## src/hdl/gwc_pkg.sv

```systemverilog
// Package of constants for the gateway serial and address configuration block
// Assumes a 32-bit APB register bus and a 10 MHz pclk
//
// What this block does
// - The gateway is the serial master and must use the same slave id, rate and parity as the slave.
// - Slave id entry 500 takes values 1 to 247 and resets to 2.
// - Baud entry 501 codes 0..3 as 9600..57600 bit/s, default 1; parity entry 502 codes none, odd, even, default 2.
// - Characters are always framed with exactly one stop bit, not configurable.
// - A legal write to a serial entry is stored at once, with no commit step; rate and parity reach the master only between frames.
// - An illegal value written to a serial entry is dropped and the old value kept.
// - The serial entries are volatile and return to defaults at every reset.
// - The block offers no means to change the slave's own serial settings.
// - The fieldbus address is the binary sum of the eight switch positions, 0 to 255.
// - Switch value 0 selects the stored nonvolatile IP settings.
// - Switch value 1 gives 192.168.1.1, mask 255.255.255.0, gateway 192.168.1.2.
// - Switch values 2 to 254 give 192.168.1.value, mask 255.255.255.0, gateway 192.168.1.1.
// - Switch value 255 is invalid: start-up halts and power and gateway leds flash red.
package gwc_pkg;
    // ------------------------------------------------------------------
    // Register map
    // ------------------------------------------------------------------
    localparam logic [11:0] IDX_SLAVE_ID  = 12'h01f4;
    localparam logic [11:0] IDX_BAUD      = 12'h01f5;
    localparam logic [11:0] IDX_PARITY    = 12'h01f6;
    localparam logic [11:0] IDX_STATUS    = 12'h0200;
    localparam logic [11:0] IDX_IP_ADDR   = 12'h0201;
    localparam logic [11:0] IDX_IP_MASK   = 12'h0202;
    localparam logic [11:0] IDX_IP_GW     = 12'h0203;
    // ------------------------------------------------------------------
    // Reset values and ranges
    // ------------------------------------------------------------------
    localparam logic [7:0]  RST_SLAVE_ID  = 8'h02;
    localparam logic [7:0]  RST_BAUD      = 8'h01;
    localparam logic [7:0]  RST_PARITY    = 8'h02;
    localparam logic [7:0]  SLAVE_ID_MIN  = 8'h01;
    localparam logic [7:0]  SLAVE_ID_MAX  = 8'hf7;
    localparam logic [7:0]  BAUD_MAX      = 8'h03;
    localparam logic [7:0]  PARITY_MAX    = 8'h02;
    localparam logic [1:0]  STOP_BITS     = 2'h1;
    // ------------------------------------------------------------------
    // Address settings
    // ------------------------------------------------------------------
    localparam logic [23:0] IP_PREFIX     = 24'hc0_a801;
    localparam logic [31:0] IP_MASK       = 32'hffff_ff00;
    localparam logic [7:0]  SW_FIXED      = 8'h01;
    localparam logic [7:0]  SW_INVALID    = 8'hff;
    localparam logic [7:0]  GW_OCT_FIXED  = 8'h02;
    localparam logic [7:0]  GW_OCT_RANGE  = 8'h01;
    // ------------------------------------------------------------------
    // Timing
    // ------------------------------------------------------------------
    localparam int          CLK_HZ        = 10_000_000;
    localparam int          FLASH_MS      = 250;
    localparam int          FLASH_CYC     = CLK_HZ / 1000 * FLASH_MS;
endpackage : gwc_pkg

```

## src/hdl/gwc_config.sv

```systemverilog
// Serial master settings and DIP address decode of the gateway
// Assumes an APB master on pclk and a raw asynchronous DIP switch bus
//
// The APB slave port was left to the implementer.
`timescale 1ns/100ps
module gwc_config #(
    parameter int FLASH_CYC = gwc_pkg::FLASH_CYC
) (
    // Clock, reset, enable
    input  wire logic        pclk,
    input  wire logic        presetn,
    input  wire logic        clk_en,
    // APB slave
    input  wire logic        psel,
    input  wire logic        penable,
    input  wire logic        pwrite,
    input  wire logic [13:0] paddr,
    input  wire logic [31:0] pwdata,
    input  wire logic [3:0]  pstrb,
    output logic      [31:0] prdata,
    output logic             pready,
    output logic             pslverr,
    // Serial master side
    input  wire logic        frame_idle,
    output logic      [7:0]  master_slave_id,
    output logic      [1:0]  master_baud_sel,
    output logic      [1:0]  master_parity_sel,
    output logic      [1:0]  master_stop_bits,
    // Switches and address outputs
    input  wire logic [7:0]  dip_switch_n,
    output logic             use_nv_ip,
    output logic      [31:0] ip_addr,
    output logic      [31:0] ip_mask,
    output logic      [31:0] ip_gateway,
    output logic             startup_ok,
    output logic             power_indicator_led,
    output logic             gateway_indicator_led
);
    // ------------------------------------------------------------------
    // State
    // ------------------------------------------------------------------
    typedef struct packed {
        logic [7:0]  slave_id;
        logic [7:0]  baud;
        logic [7:0]  parity;
        logic [1:0]  act_baud;
        logic [1:0]  act_parity;
        logic [7:0]  dip_s1;
        logic [7:0]  dip_s2;
        logic [31:0] rdata;
        logic [31:0] flash_cnt;
        logic        flash;
    } gwc_state_s;

    gwc_state_s st_q;
    gwc_state_s st_d;
    logic [11:0] idx;
    logic        acc;
    logic        wr_ok;
    logic [7:0]  wval;
    logic [7:0]  sw;
    logic        sw_bad;

    assign idx  = paddr[13:2];
    assign acc  = psel && penable;
    assign wval = pwdata[7:0];
    assign sw   = st_q.dip_s2;
    assign sw_bad = (sw == gwc_pkg::SW_INVALID);
    assign wr_ok = acc && pwrite && pstrb[0];

    // ------------------------------------------------------------------
    // Next state
    // ------------------------------------------------------------------
    always_comb begin
        st_d = st_q;
        // Two-stage switch synchroniser; closed position reads as one
        st_d.dip_s1 = ~dip_switch_n;
        st_d.dip_s2 = st_q.dip_s1;
        // Range-checked writes, applied at once
        if (wr_ok && idx == gwc_pkg::IDX_SLAVE_ID &&
            wval >= gwc_pkg::SLAVE_ID_MIN && wval <= gwc_pkg::SLAVE_ID_MAX) begin
            st_d.slave_id = wval;
        end
        if (wr_ok && idx == gwc_pkg::IDX_BAUD && wval <= gwc_pkg::BAUD_MAX) begin
            st_d.baud = wval;
        end
        if (wr_ok && idx == gwc_pkg::IDX_PARITY && wval <= gwc_pkg::PARITY_MAX) begin
            st_d.parity = wval;
        end
        // Line settings follow only between frames
        if (frame_idle) begin
            st_d.act_baud   = st_q.baud[1:0];
            st_d.act_parity = st_q.parity[1:0];
        end
        // Read data captured in setup phase
        if (psel && !penable && !pwrite) begin
            case (idx)
                gwc_pkg::IDX_SLAVE_ID: st_d.rdata = {24'h00_0000, st_q.slave_id};
                gwc_pkg::IDX_BAUD:     st_d.rdata = {24'h00_0000, st_q.baud};
                gwc_pkg::IDX_PARITY:   st_d.rdata = {24'h00_0000, st_q.parity};
                gwc_pkg::IDX_STATUS:   st_d.rdata = {22'h00_0000, sw_bad, use_nv_ip, sw};
                gwc_pkg::IDX_IP_ADDR:  st_d.rdata = ip_addr;
                gwc_pkg::IDX_IP_MASK:  st_d.rdata = ip_mask;
                gwc_pkg::IDX_IP_GW:    st_d.rdata = ip_gateway;
                default:               st_d.rdata = 32'h0000_0000;
            endcase
        end
        // Flash timer for the invalid-address indication
        if (st_q.flash_cnt >= 32'(FLASH_CYC - 1)) begin
            st_d.flash_cnt = 32'h0000_0000;
            st_d.flash     = ~st_q.flash;
        end else begin
            st_d.flash_cnt = st_q.flash_cnt + 32'h0000_0001;
        end
    end

    // ------------------------------------------------------------------
    // Registers, volatile defaults at reset
    // ------------------------------------------------------------------
    always_ff @(posedge pclk or negedge presetn) begin
        if (!presetn) begin
            st_q <= '{slave_id: gwc_pkg::RST_SLAVE_ID, baud: gwc_pkg::RST_BAUD,
                      parity: gwc_pkg::RST_PARITY, act_baud: gwc_pkg::RST_BAUD[1:0],
                      act_parity: gwc_pkg::RST_PARITY[1:0], default: '0};
        end else if (clk_en) begin
            st_q <= st_d;
        end
    end

    // ------------------------------------------------------------------
    // Outputs
    // ------------------------------------------------------------------
    // Master-side settings only; nothing addresses the slave's setup
    assign master_slave_id   = st_q.slave_id;
    assign master_baud_sel   = st_q.act_baud;
    assign master_parity_sel = st_q.act_parity;
    assign master_stop_bits  = gwc_pkg::STOP_BITS;
    assign prdata  = st_q.rdata;
    assign pready  = 1'b1;
    assign pslverr = 1'b0;

    // Address decode from the switch sum
    always_comb begin
        use_nv_ip  = (sw == 8'h00);
        ip_mask    = use_nv_ip ? 32'h0000_0000 : gwc_pkg::IP_MASK;
        ip_addr    = use_nv_ip ? 32'h0000_0000 : {gwc_pkg::IP_PREFIX, sw};
        if (sw == gwc_pkg::SW_FIXED) begin
            ip_gateway = {gwc_pkg::IP_PREFIX, gwc_pkg::GW_OCT_FIXED};
        end else if (use_nv_ip || sw_bad) begin
            ip_gateway = 32'h0000_0000;
        end else begin
            ip_gateway = {gwc_pkg::IP_PREFIX, gwc_pkg::GW_OCT_RANGE};
        end
        if (sw_bad) begin
            ip_addr = 32'h0000_0000;
            ip_mask = 32'h0000_0000;
        end
    end

    // Invalid setting halts start-up and flashes both leds
    assign startup_ok            = !sw_bad;
    assign power_indicator_led   = sw_bad && st_q.flash;
    assign gateway_indicator_led = sw_bad && st_q.flash;

    // ------------------------------------------------------------------
    // Assertions
    // ------------------------------------------------------------------
    property p_range_id;
        @(posedge pclk) disable iff (!presetn)
        (clk_en && wr_ok && idx == gwc_pkg::IDX_SLAVE_ID && (wval == 8'h00 || wval > 8'hf7))
        |=> $stable(master_slave_id);
    endproperty
    a_range_id: assert property (p_range_id) else $error("illegal id stored");

    property p_legal_id;
        @(posedge pclk) disable iff (!presetn)
        (clk_en && wr_ok && idx == gwc_pkg::IDX_SLAVE_ID && wval >= 8'h01 && wval <= 8'hf7)
        |=> master_slave_id == $past(wval);
    endproperty
    a_legal_id: assert property (p_legal_id) else $error("legal id not applied");

    property p_baud_busy;
        @(posedge pclk) disable iff (!presetn)
        (clk_en && !frame_idle) |=> $stable(master_baud_sel) && $stable(master_parity_sel);
    endproperty
    a_baud_busy: assert property (p_baud_busy) else $error("line change mid frame");

    property p_ranges;
        @(posedge pclk) disable iff (!presetn)
        st_q.baud <= 8'h03 && st_q.parity <= 8'h02 && master_slave_id != 8'h00;
    endproperty
    a_ranges: assert property (p_ranges) else $error("setting out of range");

    property p_stop;
        @(posedge pclk) disable iff (!presetn) master_stop_bits == 2'h1;
    endproperty
    a_stop: assert property (p_stop) else $error("stop bits not one");

    property p_fixed;
        @(posedge pclk) disable iff (!presetn)
        sw == 8'h01 |-> ip_addr == 32'hc0a8_0101 && ip_gateway == 32'hc0a8_0102;
    endproperty
    a_fixed: assert property (p_fixed) else $error("fixed address wrong");

    property p_range_ip;
        @(posedge pclk) disable iff (!presetn)
        (sw > 8'h01 && sw < 8'hff) |-> ip_addr[7:0] == sw && ip_gateway == 32'hc0a8_0101
            && ip_mask == 32'hffff_ff00;
    endproperty
    a_range_ip: assert property (p_range_ip) else $error("range address wrong");

    property p_nv;
        @(posedge pclk) disable iff (!presetn) use_nv_ip == (sw == 8'h00);
    endproperty
    a_nv: assert property (p_nv) else $error("nv select wrong");

    property p_bad;
        @(posedge pclk) disable iff (!presetn)
        sw_bad |-> !startup_ok && power_indicator_led == gateway_indicator_led;
    endproperty
    a_bad: assert property (p_bad) else $error("invalid switch not flagged");

    // Compared from the third edge after reset, so reset zeros are not taken for a sum
    property p_dip_sync;
        @(posedge pclk) disable iff (!presetn)
        (presetn && clk_en) ##1 clk_en |=> sw == ~$past(dip_switch_n, 2);
    endproperty
    a_dip_sync: assert property (p_dip_sync) else $error("switch sum wrong");

    // Bus answer and register read-back
    property p_apb_resp;
        @(posedge pclk) disable iff (!presetn)
        (psel && penable) |-> pready && !pslverr;
    endproperty
    a_apb_resp: assert property (p_apb_resp) else $error("bus answer wrong");

    property p_id_read;
        @(posedge pclk) disable iff (!presetn)
        (clk_en && psel && !penable && !pwrite && idx == gwc_pkg::IDX_SLAVE_ID)
        |=> prdata == {24'h00_0000, $past(master_slave_id)};
    endproperty
    a_id_read: assert property (p_id_read) else $error("id read-back wrong");

    property p_status_read;
        @(posedge pclk) disable iff (!presetn)
        (clk_en && psel && !penable && !pwrite && idx == gwc_pkg::IDX_STATUS)
        |=> prdata == {22'h00_0000, $past(sw_bad), $past(use_nv_ip), $past(sw)};
    endproperty
    a_status_read: assert property (p_status_read) else $error("status read wrong");

    // Refused, unmapped and frozen writes leave the settings alone
    property p_baud_drop;
        @(posedge pclk) disable iff (!presetn)
        (clk_en && wr_ok && idx == gwc_pkg::IDX_BAUD && wval > gwc_pkg::BAUD_MAX)
        |=> $stable(st_q.baud);
    endproperty
    a_baud_drop: assert property (p_baud_drop) else $error("illegal rate stored");

    property p_parity_drop;
        @(posedge pclk) disable iff (!presetn)
        (clk_en && wr_ok && idx == gwc_pkg::IDX_PARITY && wval > gwc_pkg::PARITY_MAX)
        |=> $stable(st_q.parity);
    endproperty
    a_parity_drop: assert property (p_parity_drop) else $error("illegal parity stored");

    property p_unmapped_wr;
        @(posedge pclk) disable iff (!presetn)
        (clk_en && wr_ok && (idx < gwc_pkg::IDX_SLAVE_ID || idx > gwc_pkg::IDX_PARITY))
        |=> $stable(st_q.slave_id) && $stable(st_q.baud) && $stable(st_q.parity);
    endproperty
    a_unmapped_wr: assert property (p_unmapped_wr) else $error("stray write stored");

    property p_freeze;
        @(posedge pclk) disable iff (!presetn)
        !clk_en |=> $stable(st_q);
    endproperty
    a_freeze: assert property (p_freeze) else $error("state moved while frozen");

    property p_id_bounds;
        @(posedge pclk) disable iff (!presetn)
        master_slave_id >= gwc_pkg::SLAVE_ID_MIN
            && master_slave_id <= gwc_pkg::SLAVE_ID_MAX;
    endproperty
    a_id_bounds: assert property (p_id_bounds) else $error("id out of range");

    // Line settings, start-up and led outputs, and address outputs
    property p_line_follow;
        @(posedge pclk) disable iff (!presetn)
        (clk_en && frame_idle)
        |=> {6'h00, master_baud_sel} == $past(st_q.baud)
            && {6'h00, master_parity_sel} == $past(st_q.parity);
    endproperty
    a_line_follow: assert property (p_line_follow) else $error("line setting lags");

    property p_dark;
        @(posedge pclk) disable iff (!presetn)
        !sw_bad |-> startup_ok && !power_indicator_led && !gateway_indicator_led;
    endproperty
    a_dark: assert property (p_dark) else $error("leds lit on valid switch");

    property p_zero_addr;
        @(posedge pclk) disable iff (!presetn)
        (use_nv_ip || sw_bad) |-> ip_addr == 32'h0000_0000 && ip_mask == 32'h0000_0000
            && ip_gateway == 32'h0000_0000;
    endproperty
    a_zero_addr: assert property (p_zero_addr) else $error("address not cleared");

    // Main scenarios
    c_write_id: cover property (@(posedge pclk) disable iff (!presetn)
        wr_ok && idx == gwc_pkg::IDX_SLAVE_ID);
    c_baud_apply: cover property (@(posedge pclk) disable iff (!presetn)
        $changed(master_baud_sel));
    c_bad_sw: cover property (@(posedge pclk) disable iff (!presetn) sw_bad);
    c_drop_id: cover property (@(posedge pclk) disable iff (!presetn)
        wr_ok && idx == gwc_pkg::IDX_SLAVE_ID && wval > gwc_pkg::SLAVE_ID_MAX);
    c_frame_hold: cover property (@(posedge pclk) disable iff (!presetn)
        wr_ok && idx == gwc_pkg::IDX_BAUD && !frame_idle);
endmodule : gwc_config

```

## config.mk

```make
export PLATFORM = sky130hd
export DESIGN_NAME = gwc_config
export DESIGN_NICKNAME = d
export VERILOG_FILES = /design/src/hdl/gwc_pkg.sv /design/src/hdl/gwc_config.sv
export SDC_FILE = /design/constraint.sdc
export NUM_CORES = 1
export LEC_CHECK = 0
export BUFFER_PORTS_ARGS = -buffer_cell sky130_fd_sc_hd__buf_2
export CORE_MARGIN = 1.5
export CORE_UTILIZATION = 53
export DETAILED_ROUTE_END_ITERATION = 10
export PLACE_DENSITY = 0.95
export SLEW_MARGIN = 15
export SYNTH_ARGS = -nofsm -noshare
export SYNTH_HDL_FRONTEND = slang
export SYNTH_SLANG_ARGS = --single-unit
```

## constraint.sdc

```tcl
create_clock -name pclk -period 6.9 [get_ports pclk]
set_input_delay 0.69 -clock pclk [delete_from_list [all_inputs] [get_ports pclk]]
set_output_delay 0.69 -clock pclk [all_outputs]
set_load 0.005 [all_outputs]
```

==> results summary <==
The flow ran to the end, and the final reports show no timing, DRC or antenna violations. Of the cells placed in the final design, the portion with a size suffix greater than 1 is 31.7%. In this run the static leakage power is 2.78 nW. The post-layout worst setup margin is 4.04 ns. The post-synthesis instance total is 555. The average detailed-routed wire length per instance is 15.2 um. The via density per instance is 5.32. After detailed routing, the number of remaining DRC violations is 0. The power per standard cell area came out at 187 nW/um2. Relative to the synthesized area, the layout overhead comes to 2.57%.

The number of resized instances in the post-cts repair step came out at 0. The launch instance of the worst register-to-register path is st_q[10]$_DFFE_PN0P_. The die area is 10800 um2. The count of cells along the worst register-to-register path came out at 5. Across the VDD grid, the largest voltage drop is 0.116 mV. The placed instances occupy a cell area of 5350 um2.

The max-slew violation total from the final report came out at 0. The number of synthesized register bits came out at 89. The starting DRC count in detailed routing came out at 337. The total chip power came out at 1.03 mW. After clock tree synthesis, the clock-pin slew on the worst setup and hold paths is 0.09 ns. The sequential fraction of the synthesis area came out at 41.4%. Setup repair after global routing left no endpoint under its margin. In the synthesized netlist the async set-or-reset flop fraction comes to 100%. The total wirelength of the detailed-routed design came out at 11200 um. The half-perimeter wire length after placement is 8240 um. The core outline area came out at 9820 um2. In this run the number of H-tree levels came out at 3. The type of element launching the critical path is a flip-flop. The cell area after layout came out at 5540 um2. The number of global-route vias before repair was 3636. The synthesized design spends more area on one cell type than any other, namely sky130_fd_sc_hd__dfrtp_1.

The deepest clock path buffer count came out at 2. The clock tree from TritonCTS is built. The total number of vias came out at 3927. The starting density of the core came out at 55.0%.

Max-cap violations in this run came to 0. The total number of yosys warnings came out at 0. In the post-synthesis netlist, the biggest area contributors are sky130_fd_sc_hd__dfrtp_1 39%, sky130_fd_sc_hd__buf_4 19%, sky130_fd_sc_hd__mux2_2 4.2%, sky130_fd_sc_hd__nor2_1 3.8%, sky130_fd_sc_hd__mux2i_1 3.3%. The post-place setup slack came out at 4.15 ns. The clock sink count came out at 89. Row generation in the floorplan step produced 36 rows.

The die extent in x came out at 104 um. Entering global routing, the biggest net connects 90 pins. In this run the clock root is driven by a sky130_fd_sc_hd__clkbuf_8. The number of detailed-route iterations in the first pass is 5.

The average cell area after synthesis is 9.73 um2. The leading register cell type out of synthesis is sky130_fd_sc_hd__dfrtp_1. The worst setup path is of the reg -> out kind.

Counting the fill cells in the layout gives 820. The maximum fanout along the worst path is 5. The first-pass GRT wire length came out at 17800 um. The post-synthesis instance area came out at 5400 um2. Buffers inserted to repair hold after CTS numbered 0. The slew at the pin closest to its max-slew limit came out at 0.836 ns. The area share of the leading cell type in the synthesized netlist is 38.9%. The endpoint of the worst-slack reg-to-reg timing path is st_q[0]$_DFFE_PN0P_. At the worst endpoint, the required time is 6.21 ns.

The count of endpoints failing setup in the final report is 0. Across the routed clock network, the largest skew measured is 0.0146 ns. The final hold violation count was 0.

The number of nets in the finished design came out at 666. The reg2reg setup slack is 4.45 ns. The final RePlAce weighted congestion came out at 0.918. The met1 routed wirelength after detailed routing came out at 4500 um. The count of nets left with antenna violations once routing finished came out at 0. The height of the chip came out at 104 um. Wire segments on met2 add up to 5580 um in the final route. Data arrives at the worst endpoint at 2.17 ns.

In this run the worst hold path is classified as in -> async. The initial antenna violation count came out at 0. The count of inserted antenna diode cells is 0. The number of buffer cells added on primary ports is 129.

The period utilization is 41.5%. Across all hold checks on the routed design, the worst slack comes to 0.388 ns. The global-route usage over all layers is 20.6%. The highest metal layer used by the detailed router is met4.

Counting flops with a built-in enable in the synthesized netlist gives 0. Detailed routing placed a total of 742 um of wire on met3. The number of CTS-inserted buffers came out at 9.

The type of element capturing the critical path is a primary output. The maximum clock frequency came out at 349 MHz. The sum of negative setup slack is 0 ns. The total grt overflow came out at 0.

The shortest period the worst path allows came out at 2.86 ns. Once the clock tree was built, the setup fixing pass inserted 0 buffers. The clock insertion delay at the later pin of the skew report is 0.37 ns. Counting distinct cell types in the post-synthesis netlist gives 57. The boundary pin count is 213. The headroom to the max-slew limit came out at 43.8%.
synth_stat cells (all sizes together) (11+ instances only):
cell,count
xor2,15
buf,140
inv,14
nor2,55
xnor2,13
mux2i,18
nand3,18
nand4,13
a21oi,11
nor2b,11
nor4,12
mux2,22
nand2,30
dfrtp,84
state kept, by name, summed over array words and instances (netlist names):
register and count:
st_q 49, prdata 12, master_slave_id 8, st_d 8, sw 8, master_baud_sel 2
master_parity_sel 2
report_power, final:
part / total (mW) / leakage (nW) / internal, mW / switching (mW)
sequential: 0.582 / 1.18 / 0.548 / 0.0340
clock: 0.336 / 0.0861 / 0.143 / 0.192
combinational: 0.117 / 1.52 / 0.0482 / 0.0684
final cells by class:
| type | count | area (um2) | area share (%) |
|---|---|---|---|
| clock buffer | 11 | 141 | 2.55 |
| multi-input combinational | 355 | 2240 | 40.4 |
| tap | 133 | 166 | 3.00 |
| inverter | 14 | 52.6 | 0.949 |
| clock inverter | 5 | 41.3 | 0.745 |
| sequential | 89 | 2230 | 40.3 |
| timing repair buffer | 131 | 667 | 12.0 |
through the flow:
step           instances  util (%)
5_1_grt              738      56.4
2_1_floorplan        607         -
6_report             738      56.4
3_5_place_dp         722      54.5
4_1_cts              738      56.4
3_3_place_gp         722      54.4
cells in the final DEF (no fill, tap or decap), types with 14 or more instances in the layout:
master and instances:
sky130_fd_sc_hd__buf_2 128, sky130_fd_sc_hd__conb_1 54, sky130_fd_sc_hd__dfrtp_1 84, sky130_fd_sc_hd__inv_1 14, sky130_fd_sc_hd__mux2_2 20, sky130_fd_sc_hd__mux2i_1 18, sky130_fd_sc_hd__nand2_1 30, sky130_fd_sc_hd__nand3_1 18
sky130_fd_sc_hd__nor2_1 55, sky130_fd_sc_hd__xor2_1 15
worst max-delay path: stages (launching register included):
cell	delay, ns
sky130_fd_sc_hd__dfrtp_1	0.45
sky130_fd_sc_hd__or4_1	0.60
sky130_fd_sc_hd__nor4_1	0.38
sky130_fd_sc_hd__and2_1	0.25
sky130_fd_sc_hd__buf_2	0.13
kinds of logic (layout without fill, tap and decap cells):
| kind of cell | Yosys count | after routing | share of synthesized area (%) |
|---|---|---|---|
| compound gates | 47 | 47 | 6.42 |
| other cells | 2 | 54 | 0.139 |
| simple gates | 185 | 185 | 18.3 |
| fa+ha+maj | 1 | 1 | 0.232 |
| mux | 40 | 40 | 8.06 |
| flops | 89 | 89 | 41.4 |
| xor+xnor | 28 | 28 | 4.54 |
| buf+inv | 163 | 161 | 21.0 |
metal layers:
| layer | GRT usage [%] | vias up |
|---|---|---|
| li1 | - | 1783 |
| met1 | 25.7 | 1882 |
| met2 | 34.3 | 229 |
| met3 | 4.14 | 33 |
| met4 | 9.72 | 0 |
| met5 | 0 | - |
worst max-delay path by stage:
stage,startpoint,to,slack [ns],cells past startpoint
after floorplan,sw[7]$_DFFE_PN0P_,ip_addr[19],4.13,5
after global placement,clk_en,st_q[32]$_DFFE_PN0P_,4.19,6
after detailed placement,clk_en,st_q[26]$_DFFE_PN0P_,4.15,6
after CTS,sw[5]$_DFFE_PN0P_,ip_gateway[1],4.06,4
after global routing,sw[5]$_DFFE_PN0P_,ip_gateway[1],3.94,4
final,sw[5]$_DFFE_PN0P_,ip_gateway[1],4.04,4
No activity file was read; power rests on OpenSTA's default activity.
